### config.mk
export PLATFORM = sky130hd
export DESIGN_NAME = scan_line_shift_driver
export DESIGN_NICKNAME = d
export VERILOG_FILES = /design/src/hw/scan_pkg.sv /design/src/hw/pair_buffer.sv /design/src/hw/scan_line_shift_driver.sv
export VERILOG_INCLUDE_DIRS = /design/src /design/src/hw
export SDC_FILE = /design/constraint.sdc
export NUM_CORES = 1
export LEC_CHECK = 0
export BUFFER_PORTS_ARGS = -buffer_cell sky130_fd_sc_hd__buf_2
export CORE_MARGIN = 4
export CORE_UTILIZATION = 46
export CTS_CLUSTER_DIAMETER = 50
export DETAILED_ROUTE_END_ITERATION = 8
export GPL_TIMING_DRIVEN = 0
export PLACE_DENSITY = 0.74
export SLEW_MARGIN = 20
export SYNTH_ARGS = -nofsm -noshare
export SYNTH_HDL_FRONTEND = slang
export SYNTH_SLANG_ARGS = --single-unit
### constraint.sdc
create_clock -name clk -period 1.9 [get_ports clk]
set_input_delay 0.285 -clock clk [delete_from_list [all_inputs] [get_ports clk]]
set_output_delay 0.285 -clock clk [all_outputs]
set_load 0.02 [all_outputs]
### src/hw/scan_params.svh
`ifndef SCAN_PARAMS_SVH
`define SCAN_PARAMS_SVH

// ----------------------------------------
// Sizes and reset values
// ----------------------------------------
`define STAGE_COUNT        32
`define STAGE_RESET        32'hFFFF_FFFF
`define OE_OFF             32'h0000_0000
`define SYNC_RESET         3'h0
`define BUF_DEPTH          2

// ----------------------------------------
// Timing
// ----------------------------------------
`define CLK_PERIOD_NS      100
`define SHIFT_PERIOD_NS    5000
`define SHIFT_PERIOD_CYC   ((`SHIFT_PERIOD_NS + `CLK_PERIOD_NS - 1) / `CLK_PERIOD_NS)

// ----------------------------------------
// Bit positions in the synchroniser vector
// ----------------------------------------
`define PIN_SCLK           0
`define PIN_DATA           1
`define PIN_GATE           2

`endif

### src/hw/scan_pkg.sv
`include "scan_params.svh"

package scan_pkg;
	typedef logic [`STAGE_COUNT-1:0] stage_vec_t;
	typedef logic [2:0]              pin_vec_t;
endpackage

### src/hw/pair_buffer.sv
`timescale 1ns/1ps
`include "scan_params.svh"

module pair_buffer #(
	parameter int WIDTH = 1,
	parameter int DEPTH = `BUF_DEPTH
) (
	input  wire logic             clk,
	input  wire logic             rst,
	input  wire logic             in_valid,
	output logic                  in_ready,
	input  wire logic [WIDTH-1:0] in_data,
	output logic                  out_valid,
	input  wire logic             out_ready,
	output logic [WIDTH-1:0]      out_data
);
	localparam int AW = (DEPTH > 1) ? $clog2(DEPTH) : 1;

	logic [WIDTH-1:0] mem_reg [DEPTH];
	logic [AW-1:0]    wr_reg;
	logic [AW-1:0]    rd_reg;
	logic [AW:0]      count_reg;
	logic             push;
	logic             pop;

	assign in_ready  = (count_reg != (AW+1)'(DEPTH));
	assign out_valid = (count_reg != '0);
	assign out_data  = mem_reg[rd_reg];
	assign push      = in_valid && in_ready;
	assign pop       = out_valid && out_ready;

	always_ff @(posedge clk)
	begin
		if (push)
			mem_reg[wr_reg] <= in_data;
	end

	always_ff @(posedge clk)
	begin
		if (rst)
		begin
			wr_reg <= '0;
			rd_reg <= '0;
		end
		else
		begin
			if (push)
				wr_reg <= (wr_reg == AW'(DEPTH-1)) ? '0 : AW'(wr_reg + 1'b1);
			if (pop)
				rd_reg <= (rd_reg == AW'(DEPTH-1)) ? '0 : AW'(rd_reg + 1'b1);
		end
	end

	always_ff @(posedge clk)
	begin
		if (rst)
			count_reg <= '0;
		else if (push && !pop)
			count_reg <= count_reg + 1'b1;
		else if (pop && !push)
			count_reg <= count_reg - 1'b1;
	end
endmodule // pair_buffer

### src/hw/scan_line_shift_driver.sv
// Function
// - Each falling shift-clock edge shifts the 32 stages once; otherwise they hold.
// - Each stage takes the one below; first stage takes serial data.
// - Gate low turns every scan line off, whatever the stages hold.
// - Cascade output always shows the last stage, ignoring the gate.
// - Gate high: a line sinks current when its stage holds low.
// - Cascade output feeds the next device's data input for chaining.
`timescale 1ns/1ps
`include "scan_params.svh"

module scan_line_shift_driver #(
	parameter int STAGES = `STAGE_COUNT
) (
	input  wire logic              clk,
	input  wire logic              rst,
	input  wire logic              shift_clk,
	input  wire logic              serial_in,
	input  wire logic              out_gate,
	output logic                   cascade_out,
	output logic [STAGES-1:0]      scan_line_out,
	output logic [STAGES-1:0]      scan_line_oe,
	output logic                   shift_ready,
	output logic                   cascade_valid,
	input  wire logic              cascade_ready,
	output logic                   cascade_data
);
	// ----------------------------------------
	// Pin synchronisers
	// ----------------------------------------
	scan_pkg::pin_vec_t  sync1_reg;
	scan_pkg::pin_vec_t  sync2_reg;
	scan_pkg::pin_vec_t  sync3_reg;
	scan_pkg::pin_vec_t  level_reg;
	scan_pkg::pin_vec_t  agree;
	logic                shift_fall;
	logic [STAGES-1:0]   stages_reg;
	logic [STAGES-1:0]   oe_reg;

	// The first flop may go metastable; only the second and third vote
	always_ff @(posedge clk)
	begin
		if (rst)
		begin
			sync1_reg <= `SYNC_RESET;
			sync2_reg <= `SYNC_RESET;
			sync3_reg <= `SYNC_RESET;
		end
		else
		begin
			sync1_reg <= {out_gate, serial_in, shift_clk};
			sync2_reg <= sync1_reg;
			sync3_reg <= sync2_reg;
		end
	end

	// A level counts only once the second and third flops agree
	assign agree = ~(sync2_reg ^ sync3_reg);

	// A pin that is still settling keeps its last accepted level
	always_ff @(posedge clk)
	begin
		if (rst)
			level_reg <= `SYNC_RESET;
		else
			level_reg <= (agree & sync3_reg) | (~agree & level_reg);
	end

	// Edge taken from accepted levels only, so a slow ramp shifts once
	assign shift_fall = level_reg[`PIN_SCLK] && agree[`PIN_SCLK]
		&& !sync3_reg[`PIN_SCLK];

	// ----------------------------------------
	// Shift stages
	// ----------------------------------------
	// Data rides the same three-flop delay as the clock, so it is sampled
	// where the controller's set-up and hold straddle the falling edge.
	always_ff @(posedge clk)
	begin
		if (rst)
			stages_reg <= STAGES'(`STAGE_RESET);
		else if (shift_fall)
			stages_reg <= {stages_reg[STAGES-2:0], sync3_reg[`PIN_DATA]};
	end

	assign cascade_out = stages_reg[STAGES-1];

	// ----------------------------------------
	// Scan-line open-drain outputs
	// ----------------------------------------
	// One clock of lag behind the stages and gate; far below the pin delays.
	always_ff @(posedge clk)
	begin
		if (rst)
			oe_reg <= STAGES'(`OE_OFF);
		else if (!level_reg[`PIN_GATE])
			oe_reg <= STAGES'(`OE_OFF);
		else
			oe_reg <= ~stages_reg;
	end

	assign scan_line_oe  = oe_reg;
	// The lines only sink current, so the data side of each pin stays low
	assign scan_line_out = '0;

	// ----------------------------------------
	// Cascade bit stream
	// ----------------------------------------
	// The shift clock cannot be held off, so a full buffer drops the bit;
	// shift_ready tells the controller to pause its shifting.
	pair_buffer #(
		.WIDTH (1),
		.DEPTH (`BUF_DEPTH)
	) cascade_buf (
		.clk       (clk),
		.rst       (rst),
		.in_valid  (shift_fall),
		.in_ready  (shift_ready),
		.in_data   (stages_reg[STAGES-2]),
		.out_valid (cascade_valid),
		.out_ready (cascade_ready),
		.out_data  (cascade_data)
	);

	// Cycles since the last detected fall; saturates so a long pause never wraps
	logic [15:0] gap_cnt_reg;

	always_ff @(posedge clk)
	begin
		if (rst || shift_fall)
			gap_cnt_reg <= '0;
		else if (gap_cnt_reg != 16'hFFFF)
			gap_cnt_reg <= gap_cnt_reg + 16'h0001;
	end
endmodule // scan_line_shift_driver

==> results of run 1 <==
==> path summary, 6_finish.rpt <==
check,start,cells past startpoint,slack (ns),to
setup reg to reg,flop,6,0.06,cascade_buf.count_reg[1]
hold / removal,serial_in,2,0.15,sync1_reg[1]
hold reg to reg,sync2_reg[1],1,0.44,sync3_reg[1]
setup / recovery,flop,6,0.06,cascade_buf.count_reg[1]
==> metal layers <==
| layer | share of wire, % | vias up | GRT usage (%) |
|---|---|---|---|
| met4 | 2.1 | 0 | 6.91 |
| met5 | 0 | - | 0 |
| li1 | - | 1037 | - |
| met2 | 46 | 61 | 21.5 |
| met1 | 45 | 906 | 16.3 |
| met3 | 6.7 | 9 | 5.09 |
==> where the power goes <==
| part | total (mW) | leakage [nW] | switching [mW] | internal (mW) |
|---|---|---|---|---|
| combinational | 0.224 | 0.907 | 0.128 | 0.0965 |
| sequential | 1.76 | 0.666 | 0.0157 | 1.75 |
| clock | 1.32 | 0.108 | 0.565 | 0.753 |
| total | 3.31 | 1.68 | 0.708 | 2.60 |
==> cell families after synthesis <==
group                      share of synthesized area, %
AOI/OAI and AO/OA                                  1.61
xor gates and xnor gates                          0.939
adders and majority gates                         0.447
buffers and inverters                              10.9
DFF                                                59.3
muxes                                             0.402
other                                             0.134
and+or+nand+nor                                    26.2
==> Yosys cell counts, drive strengths merged <==
master  number
nor2b       10
o21ai        5
conb         1
nand2b       1
buf         34
inv          2
edfxtp       2
nor2        36
or3          2
or2          1
nand3b      32
clkbuf      13
xor2         3
or3b         1
nand2       66
dfxtp       80
nor3b        1
and3         1
a21oi        4
ha           1
mux2         1
==> cell type report <==
class	count	area share, %
tap	75	2.73
multi-input combinational	197	27.7
buffer	46	8.78
clock buffer	14	5.36
clock inverter	1	0.874
timing repair buffer	41	5.97
sequential	82	48.4
inverter	2	0.219
==> repair_timing <==
action,CTS,global route
hold buffers,0,0
resized for setup,0,4
pin swaps,0,0
gates cloned,0,0
setup endpoints to repair,2,1
==> per-stage QoR <==
step | setup TNS (ns) | hold slack (ns) | setup WS [ns] | utilization, % | instances
after detailed placement | -0.178 | 0.426 | -0.178 | 54.3 | 444
after floorplan | 0 | 0.413 | 0.0127 | - | 328
after CTS | 0 | 0.142 | 0.0114 | 57.9 | 458
after global placement | -0.157 | 0.417 | -0.157 | 54.3 | 444
final | 0 | 0.147 | 0.0649 | 58.0 | 458
after global routing | -0.00550 | 0.144 | -0.00550 | 58.0 | 458
==> placed cells by master (no fill, tap or decap), types with 3 or more instances in the layout <==
| cell | count |
|---|---|
| conb_1 | 32 |
| buf_2 | 42 |
| nand3b_1 | 32 |
| clkbuf_8 | 11 |
| buf_4 | 32 |
| xor2_1 | 3 |
| a21oi_1 | 4 |
| nor2_1 | 35 |
| clkbuf_1 | 14 |
| nor2b_1 | 10 |
| dfxtp_1 | 80 |
| nand2_1 | 66 |
| o21ai_0 | 5 |
==> worst reg2reg max path: stages (launching register included) <==
cell,delay (ns)
dfxtp_1,0.36
or3b_1,0.37
buf_6,0.17
nor2_2,0.12
ha_1,0.26
or3_1,0.35
a21oi_1,0.14
==> flow_metrics.env, run 1 <==
export IMPL_outcome="complete, no violations"
export IMPL_clk_path_buf_depth=2
export IMPL_grt_pass1_wl_mm=7.94
export IMPL_rows=28
export IMPL_htreeDepth=3
export IMPL_cts_sinks=82
export IMPL_detail_route_wl_per_cell_um=10.4
export IMPL_clk_latency_ns=0.35
export IMPL_grt_max_degree=18
export IMPL_dieArea_um2=7400
export IMPL_max_slew_margin_pct=51.2
export IMPL_grt_pass1_vias=1872
export IMPL_cpPeakStageDelay_ns=0.37
export IMPL_drv_cap=0
export IMPL_ys_ff_latch=82
export IMPL_finClkSkew_ns=0.00588
export IMPL_power_density_nw_per_um2=963
export IMPL_synth_area_top_cells="dfxtp_1, nand2_1, buf_4"
export IMPL_nFillCells=522
export IMPL_place_area_um2=3220
export IMPL_period_needed_ns=1.84
export IMPL_vias=2013
export IMPL_critPathTopFamily="simple AND/OR/NAND/NOR gates"
export IMPL_crit_fanout=17
export IMPL_antenna_found_initial=0
export IMPL_worstHoldPathType="primary input to flop"
export IMPL_vias_per_cell=4.40
export IMPL_yosys_warnings=0
export IMPL_gp_congestion=0.751
export IMPL_detail_route_antenna_nets=0
export IMPL_clock_root_buffer="clkbuf_8"
export IMPL_vdd_ir_drop_max_mv=0.526
export IMPL_cts_tree="done"
export IMPL_fmax_mhz=545
export IMPL_hold_viol_final=0
export IMPL_diodes=0
export IMPL_multi_input_area_um2=951
export IMPL_clk_pin_slew_worst_paths_ns=0.07
export IMPL_port_buffers=41
export IMPL_post_cts_buffers=0
export IMPL_cpMaxStageDelayCell="or3b_1"
export IMPL_crit_type="flop to flop"
export IMPL_synth_top_area_share_pct=57.2
export IMPL_route_final_wire_length_mm=4.75
export IMPL_drive_gt1_share_pct=23.8
export IMPL_p_leak_nw=1.68
export IMPL_critPathArrivalTime_ns=2.11
export IMPL_dieHeight_um=86.0
export IMPL_grt_ovfl_total=0
export IMPL_io_pins=74
export IMPL_cts_buffers=9
export IMPL_syn_area_um2=2800
export IMPL_fin_area_um2=3430
export IMPL_tightest_slew_ns=0.731
export IMPL_fin_crit_sh_pct=96.6
export IMPL_path_cells="or3b_1, buf_6, nor2_2, ha_1, or3_1, a21oi_1"
export IMPL_required_ns=2.18
export IMPL_die_w_um=86.0
export IMPL_synth_avg_cell_area_um2=9.43
export IMPL_synth_area_leader_cell="dfxtp_1"
export IMPL_synth_seq_area_share_pct=59.3
export IMPL_seq_area_um2=1660
export IMPL_nNetsFinal=386
export IMPL_setup_viol=0
export IMPL_first_pass_iters=5
export IMPL_areaGrowthSynthToFinish_pct=22.7
export IMPL_drt_iter0_markers=58
export IMPL_ys_types=22
export IMPL_critPathCaptureType="flop"
export IMPL_track_usage_pct=13.7
export IMPL_core_um2=5920
export IMPL_startpoint_type="flop"
export IMPL_dp_hpwl_mm=3.38
export IMPL_synthCells=297
export IMPL_crit_buf_inv=1
export IMPL_initial_core_util_pct=47.3
export IMPL_drc_errors=0
export IMPL_total_power_mw=3.31
export IMPL_finalMaxSlewViolations=0
(Power assumes the default switching activity.)
==> run 2, diff against run 1 <==
--- a/config.mk
+++ b/config.mk
@@ -6,13 +6,14 @@
 export SDC_FILE = /design/constraint.sdc
 export NUM_CORES = 1
 export LEC_CHECK = 0
-export BUFFER_PORTS_ARGS = -buffer_cell sky130_fd_sc_hd__buf_2
+export BUFFER_PORTS_ARGS = -buffer_cell sky130_fd_sc_hd__clkbuf_2
 export CORE_MARGIN = 4
 export CORE_UTILIZATION = 46
 export CTS_CLUSTER_DIAMETER = 50
 export DETAILED_ROUTE_END_ITERATION = 8
 export GPL_TIMING_DRIVEN = 0
 export PLACE_DENSITY = 0.74
+export SETUP_SLACK_MARGIN = 0.2
 export SLEW_MARGIN = 20
 export SYNTH_ARGS = -nofsm -noshare
 export SYNTH_HDL_FRONTEND = slang
==> flow_metrics.env, run 2 (synthesis results as in run 1) <==
export IMPL_cts_sinks=82
export IMPL_route_final_wire_length_mm=4.79
export IMPL_hold_viol_final=0
export IMPL_finalMaxSlewViolations=0
export IMPL_nNetsFinal=393
export IMPL_dieArea_um2=7400
export IMPL_cpPeakStageDelay_ns=0.38
export IMPL_vias=1990
export IMPL_dp_hpwl_mm=3.33
export IMPL_critPathArrivalTime_ns=2.08
export IMPL_outcome="complete, no violations"
export IMPL_cpMaxStageDelayCell="or3b_1"
export IMPL_fin_area_um2=3480
export IMPL_initial_core_util_pct=47.3
export IMPL_diodes=0
export IMPL_grt_pass1_vias=1888
export IMPL_vias_per_cell=4.27
export IMPL_track_usage_pct=13.9
export IMPL_cts_buffers=9
export IMPL_dieHeight_um=86.0
export IMPL_worstHoldPathType="primary input to flop"
export IMPL_rows=28
export IMPL_tns_ns=0
export IMPL_crit_type="flop to flop"
export IMPL_final_cell_mix="dfxtp_1, nand2_1, clkbuf_2, buf_4, nor2_1"
export IMPL_place_area_um2=3240
export IMPL_nFillCells=518
export IMPL_period_needed_ns=1.80
export IMPL_vdd_ir_drop_max_mv=0.466
export IMPL_drt_iter0_markers=47
export IMPL_clk_pin_slew_worst_paths_ns=0.08
export IMPL_io_pins=74
export IMPL_gp_congestion=0.746
export IMPL_required_ns=2.17
export IMPL_rsz0062_at_grt="yes"
export IMPL_antenna_found_initial=0
export IMPL_detail_route_antenna_nets=0
export IMPL_critPathCaptureType="flop"
export IMPL_fin_crit_sh_pct=95.0
export IMPL_first_pass_iters=4
export IMPL_final_common_cell="dfxtp_1"
export IMPL_cts_tree="done"
export IMPL_power_density_nw_per_um2=879
export IMPL_finClkSkew_ns=0.00615
export IMPL_crit_buf_inv=2
export IMPL_clock_root_buffer="clkbuf_8"
export IMPL_htreeDepth=3
export IMPL_drc_errors=0
export IMPL_setup_viol=0
export IMPL_cts_hold_buffers=0
export IMPL_r2r_slack_ns=0.1
export IMPL_fin_util_pct=58.8
export IMPL_port_buffers=41
export IMPL_clk_path_buf_depth=2
export IMPL_grt_max_degree=14
export IMPL_detail_route_wl_per_cell_um=10.3
export IMPL_core_um2=5920
export IMPL_fmax_mhz=554
export IMPL_drv_cap=0
export IMPL_startpoint_type="flop"
export IMPL_path_cells="or3b_1, buf_6, clkbuf_16, nor2_4, ha_4, or3_1, a21oi_1"
export IMPL_grt_pass1_wl_mm=8.10
export IMPL_p_leak_nw=1.67
export IMPL_areaGrowthSynthToFinish_pct=24.4
export IMPL_clk_latency_ns=0.35
export IMPL_total_power_mw=3.06
export IMPL_critPathTopFamily="simple AND/OR/NAND/NOR gates"
export IMPL_die_w_um=86.0
export IMPL_crit_fanout=2
export IMPL_grt_ovfl_total=0
export IMPL_drive_gt1_share_pct=26.6
run 2: repair_timing:
action / 4_1_cts / 5_1_grt
buffers inserted: 6 / 0
resized for setup: 4 / 2
pin swaps: 5 / 1
setup endpoints to repair: 2 / 24
run 2: area by class of cell:
type	instances	area, um^2	share of cell area, %
buffer	47	327	9.37
clock inverter	4	28.8	0.826
sequential	82	1670	47.8
tap	75	93.8	2.69
clock buffer	12	135	3.88
multi-input combinational	197	976	28.0
inverter	2	7.51	0.216
timing repair buffer	47	250	7.18
run 2: metal layers:
layer,routed length [um],GRT usage [%]
met2,2110,21.7
met5,0,0
met3,303,4.80
met1,2290,17.1
met4,96,6.47
run 2: metrics by stage:
step	hold slack (ns)	setup WS, ns	cells
after floorplan	0.413	0.0742	328
after global placement	0.417	-0.00438	444
after detailed placement	0.424	-0.0269	444
after CTS	0.130	0.0753	466
after global routing	0.141	0.0154	466
final	0.143	0.0952	466
run 2: worst register-to-register path, stage by stage, from the launching register on:
cell and delay [ns]:
dfxtp_2 0.32, or3b_1 0.38, buf_6 0.13, clkbuf_16 0.13, nor2_4 0.11, ha_4 0.20
or3_1 0.34, a21oi_1 0.12
run 2: path summary, 6_finish.rpt:
path | startpoint | endpoint | cells past startpoint
max | sync3_reg[0] | cascade_buf.count_reg[1] | 7
min | shift_clk | sync1_reg[0] | 2
max reg2reg | sync3_reg[0] | cascade_buf.count_reg[1] | 7
min reg2reg | sync1_reg[2] | sync2_reg[2] | 1
run 2: power by group:
group | total [mW] | leakage (nW) | switching, mW | internal, mW
combinational | 0.237 | 0.927 | 0.133 | 0.104
sequential | 1.76 | 0.668 | 0.0161 | 1.75
clock | 1.06 | 0.0766 | 0.586 | 0.476
==> run 3, diff against run 2 <==
--- a/config.mk
+++ b/config.mk
@@ -8,11 +8,11 @@
 export LEC_CHECK = 0
 export BUFFER_PORTS_ARGS = -buffer_cell sky130_fd_sc_hd__clkbuf_2
 export CORE_MARGIN = 4
-export CORE_UTILIZATION = 46
+export CORE_UTILIZATION = 51
 export CTS_CLUSTER_DIAMETER = 50
 export DETAILED_ROUTE_END_ITERATION = 8
 export GPL_TIMING_DRIVEN = 0
-export PLACE_DENSITY = 0.74
+export PLACE_DENSITY = 0.78
 export SETUP_SLACK_MARGIN = 0.2
 export SLEW_MARGIN = 20
 export SYNTH_ARGS = -nofsm -noshare
==> constraint.sdc (replaced) <==
create_clock -name clk -period 1.85 [get_ports clk]
set_input_delay 0.2775 -clock clk [delete_from_list [all_inputs] [get_ports clk]]
set_output_delay 0.2775 -clock clk [all_outputs]
set_load 0.02 [all_outputs]
==> flow_metrics.env, run 3 (synthesis results as in run 1) <==
export IMPL_finalMaxSlewViolations=0
export IMPL_gp_congestion=0.748
export IMPL_grt_ovfl_total=0
export IMPL_fmax_mhz=539
export IMPL_tns_ns=-0.00656
export IMPL_crit_type="flop to flop"
export IMPL_drv_cap=0
export IMPL_worstHoldPathType="primary input to flop"
export IMPL_core_um2=5200
export IMPL_cts_tree="done"
export IMPL_max_slew_margin_pct=65.7
export IMPL_nNetsFinal=393
export IMPL_fin_util_pct=68.6
export IMPL_vias_per_cell=4.41
export IMPL_htreeDepth=3
export IMPL_instances_no_fill=461
export IMPL_final_cell_mix="dfxtp_1, nand2_1, clkbuf_2, buf_4, nor2_1"
export IMPL_fin_crit_sh_pct=100
export IMPL_detail_route_wl_per_cell_um=11.1
export IMPL_clock_root_buffer="clkbuf_8"
export IMPL_grt_max_degree=14
export IMPL_first_pass_iters=5
export IMPL_drt_iter0_markers=116
export IMPL_cts_buffers=9
export IMPL_critPathArrivalTime_ns=2.14
export IMPL_clk_path_buf_depth=2
export IMPL_track_usage_pct=15.9
export IMPL_grt_util_met2_pct=24.8
export IMPL_dieArea_um2=6740
export IMPL_required_ns=2.13
export IMPL_initial_core_util_pct=53.8
export IMPL_nFillCells=417
export IMPL_critPathCaptureType="flop"
export IMPL_p_leak_nw=1.72
export IMPL_port_buffers=41
export IMPL_fin_ws_ns=-0.00656
export IMPL_dp_hpwl_mm=3.27
export IMPL_finClkSkew_ns=0.00714
export IMPL_diodes=0
export IMPL_dp_cells=439
export IMPL_clk_pin_slew_worst_paths_ns=0.07
export IMPL_crit_fanout=6
export IMPL_cts_sinks=82
export IMPL_power_density_nw_per_um2=990
export IMPL_final_common_cell="dfxtp_1"
export IMPL_clk_latency_ns=0.35
export IMPL_route_final_wire_length_mm=5.11
export IMPL_hold_ws_ns=0.139
export IMPL_areaGrowthSynthToFinish_pct=27.5
export IMPL_rsz0062_at_grt="yes"
export IMPL_startpoint_type="flop"
export IMPL_tightest_slew_ns=0.509
export IMPL_detail_route_antenna_nets=0
export IMPL_vias=2031
export IMPL_dieHeight_um=82.1
export IMPL_rows=26
export IMPL_setup_viol=1
export IMPL_top_usage_layer="met2"
export IMPL_io_pins=74
export IMPL_grt_pass1_wl_mm=8.02
export IMPL_vdd_ir_drop_max_mv=0.522
export IMPL_violations="negative setup slack"
export IMPL_die_w_um=82.1
export IMPL_grt_pass1_vias=1890
export IMPL_met3_usage_pct=5.75
export IMPL_use_met1_pct=18.8
export IMPL_hold_viol_final=0
export IMPL_drive_gt1_share_pct=28.9
export IMPL_antenna_found_initial=0
export IMPL_outcome="complete, but fails checks"
export IMPL_drc_errors=0
export IMPL_period_needed_ns=1.86
## run 3: cell types whose count changed in the layout (fill, tap and decap cells not counted), moves of 2 or more
cell,delta
clkbuf_1,-5
clkbuf_8,+3
buf_2,+2
bufinv_16,+2
clkinvlp_4,-2
or3_1,-2
or3_4,+2
## run 3: path summary, 6_finish.rpt
| kind | start | endpoint | slack (ns) | cells after the start |
|---|---|---|---|---|
| worst max-delay path | flop | cascade_buf.count_reg[1] | -0.007 | 7 |
| worst min-delay path | out_gate | sync1_reg[2] | 0.14 | 2 |
| worst min register to register | stages_reg[7] | scan_line_oe[7] | 0.44 | 1 |
| worst max register to register | flop | cascade_buf.count_reg[1] | -0.007 | 7 |
## run 3: worst max-delay path, cell delays in order, from the launching register on
cell       delay (ns)
dfxtp_2          0.35
or3b_4           0.38
buf_6            0.13
clkbuf_16        0.14
nor2_4           0.09
ha_4             0.21
or3_4            0.36
a21oi_2          0.12
## run 3: routing by layer
| layer | vias up | routed length (um) |
|---|---|---|
| met1 | 901 | 2260 |
| met2 | 71 | 2360 |
| met4 | 0 | 112 |
| met3 | 12 | 379 |
| met5 | - | 0 |
| li1 | 1047 | - |
## run 3: where the power goes
| part | switching [mW] | total (mW) | leakage [nW] | internal (mW) |
|---|---|---|---|---|
| registers | 0.0180 | 1.81 | 0.667 | 1.80 |
| logic | 0.138 | 0.247 | 0.934 | 0.108 |
| clock network | 0.606 | 1.48 | 0.123 | 0.869 |
## run 3: timing repair
item / in CTS / in global routing
pin swaps: 2 / 0
setup endpoints to repair: 3 / 11
gates cloned: 0 / 0
hold buffers: 0 / 0
setup buffers: 2 / 4
resized for setup: 5 / 12
## run 3: metrics by stage
| step | cell area (um^2) | total power [mW] | worst slack, ns |
|---|---|---|---|
| finish | 3570 | 3.54 | -0.00656 |
| global route | 3570 | 3.65 | -0.0626 |
| CTS | 3520 | 3.54 | 0.0229 |
| detailed placement | 3230 | 2.08 | -0.0805 |
| global placement | 3230 | 2.08 | -0.0481 |
| floorplan | 2940 | 2.05 | 0.0242 |
## run 3: cell type report
type                       count  area (um^2)  area share, %
buffer                        47          329           9.22
clock buffer                  12          165           4.63
clock inverter                 4         71.3           2.00
inverter                       2         7.51          0.210
multi-input combinational    197          992           27.8
sequential                    82         1660           46.6
tap                           70         87.6           2.45
timing repair buffer          47          254           7.11
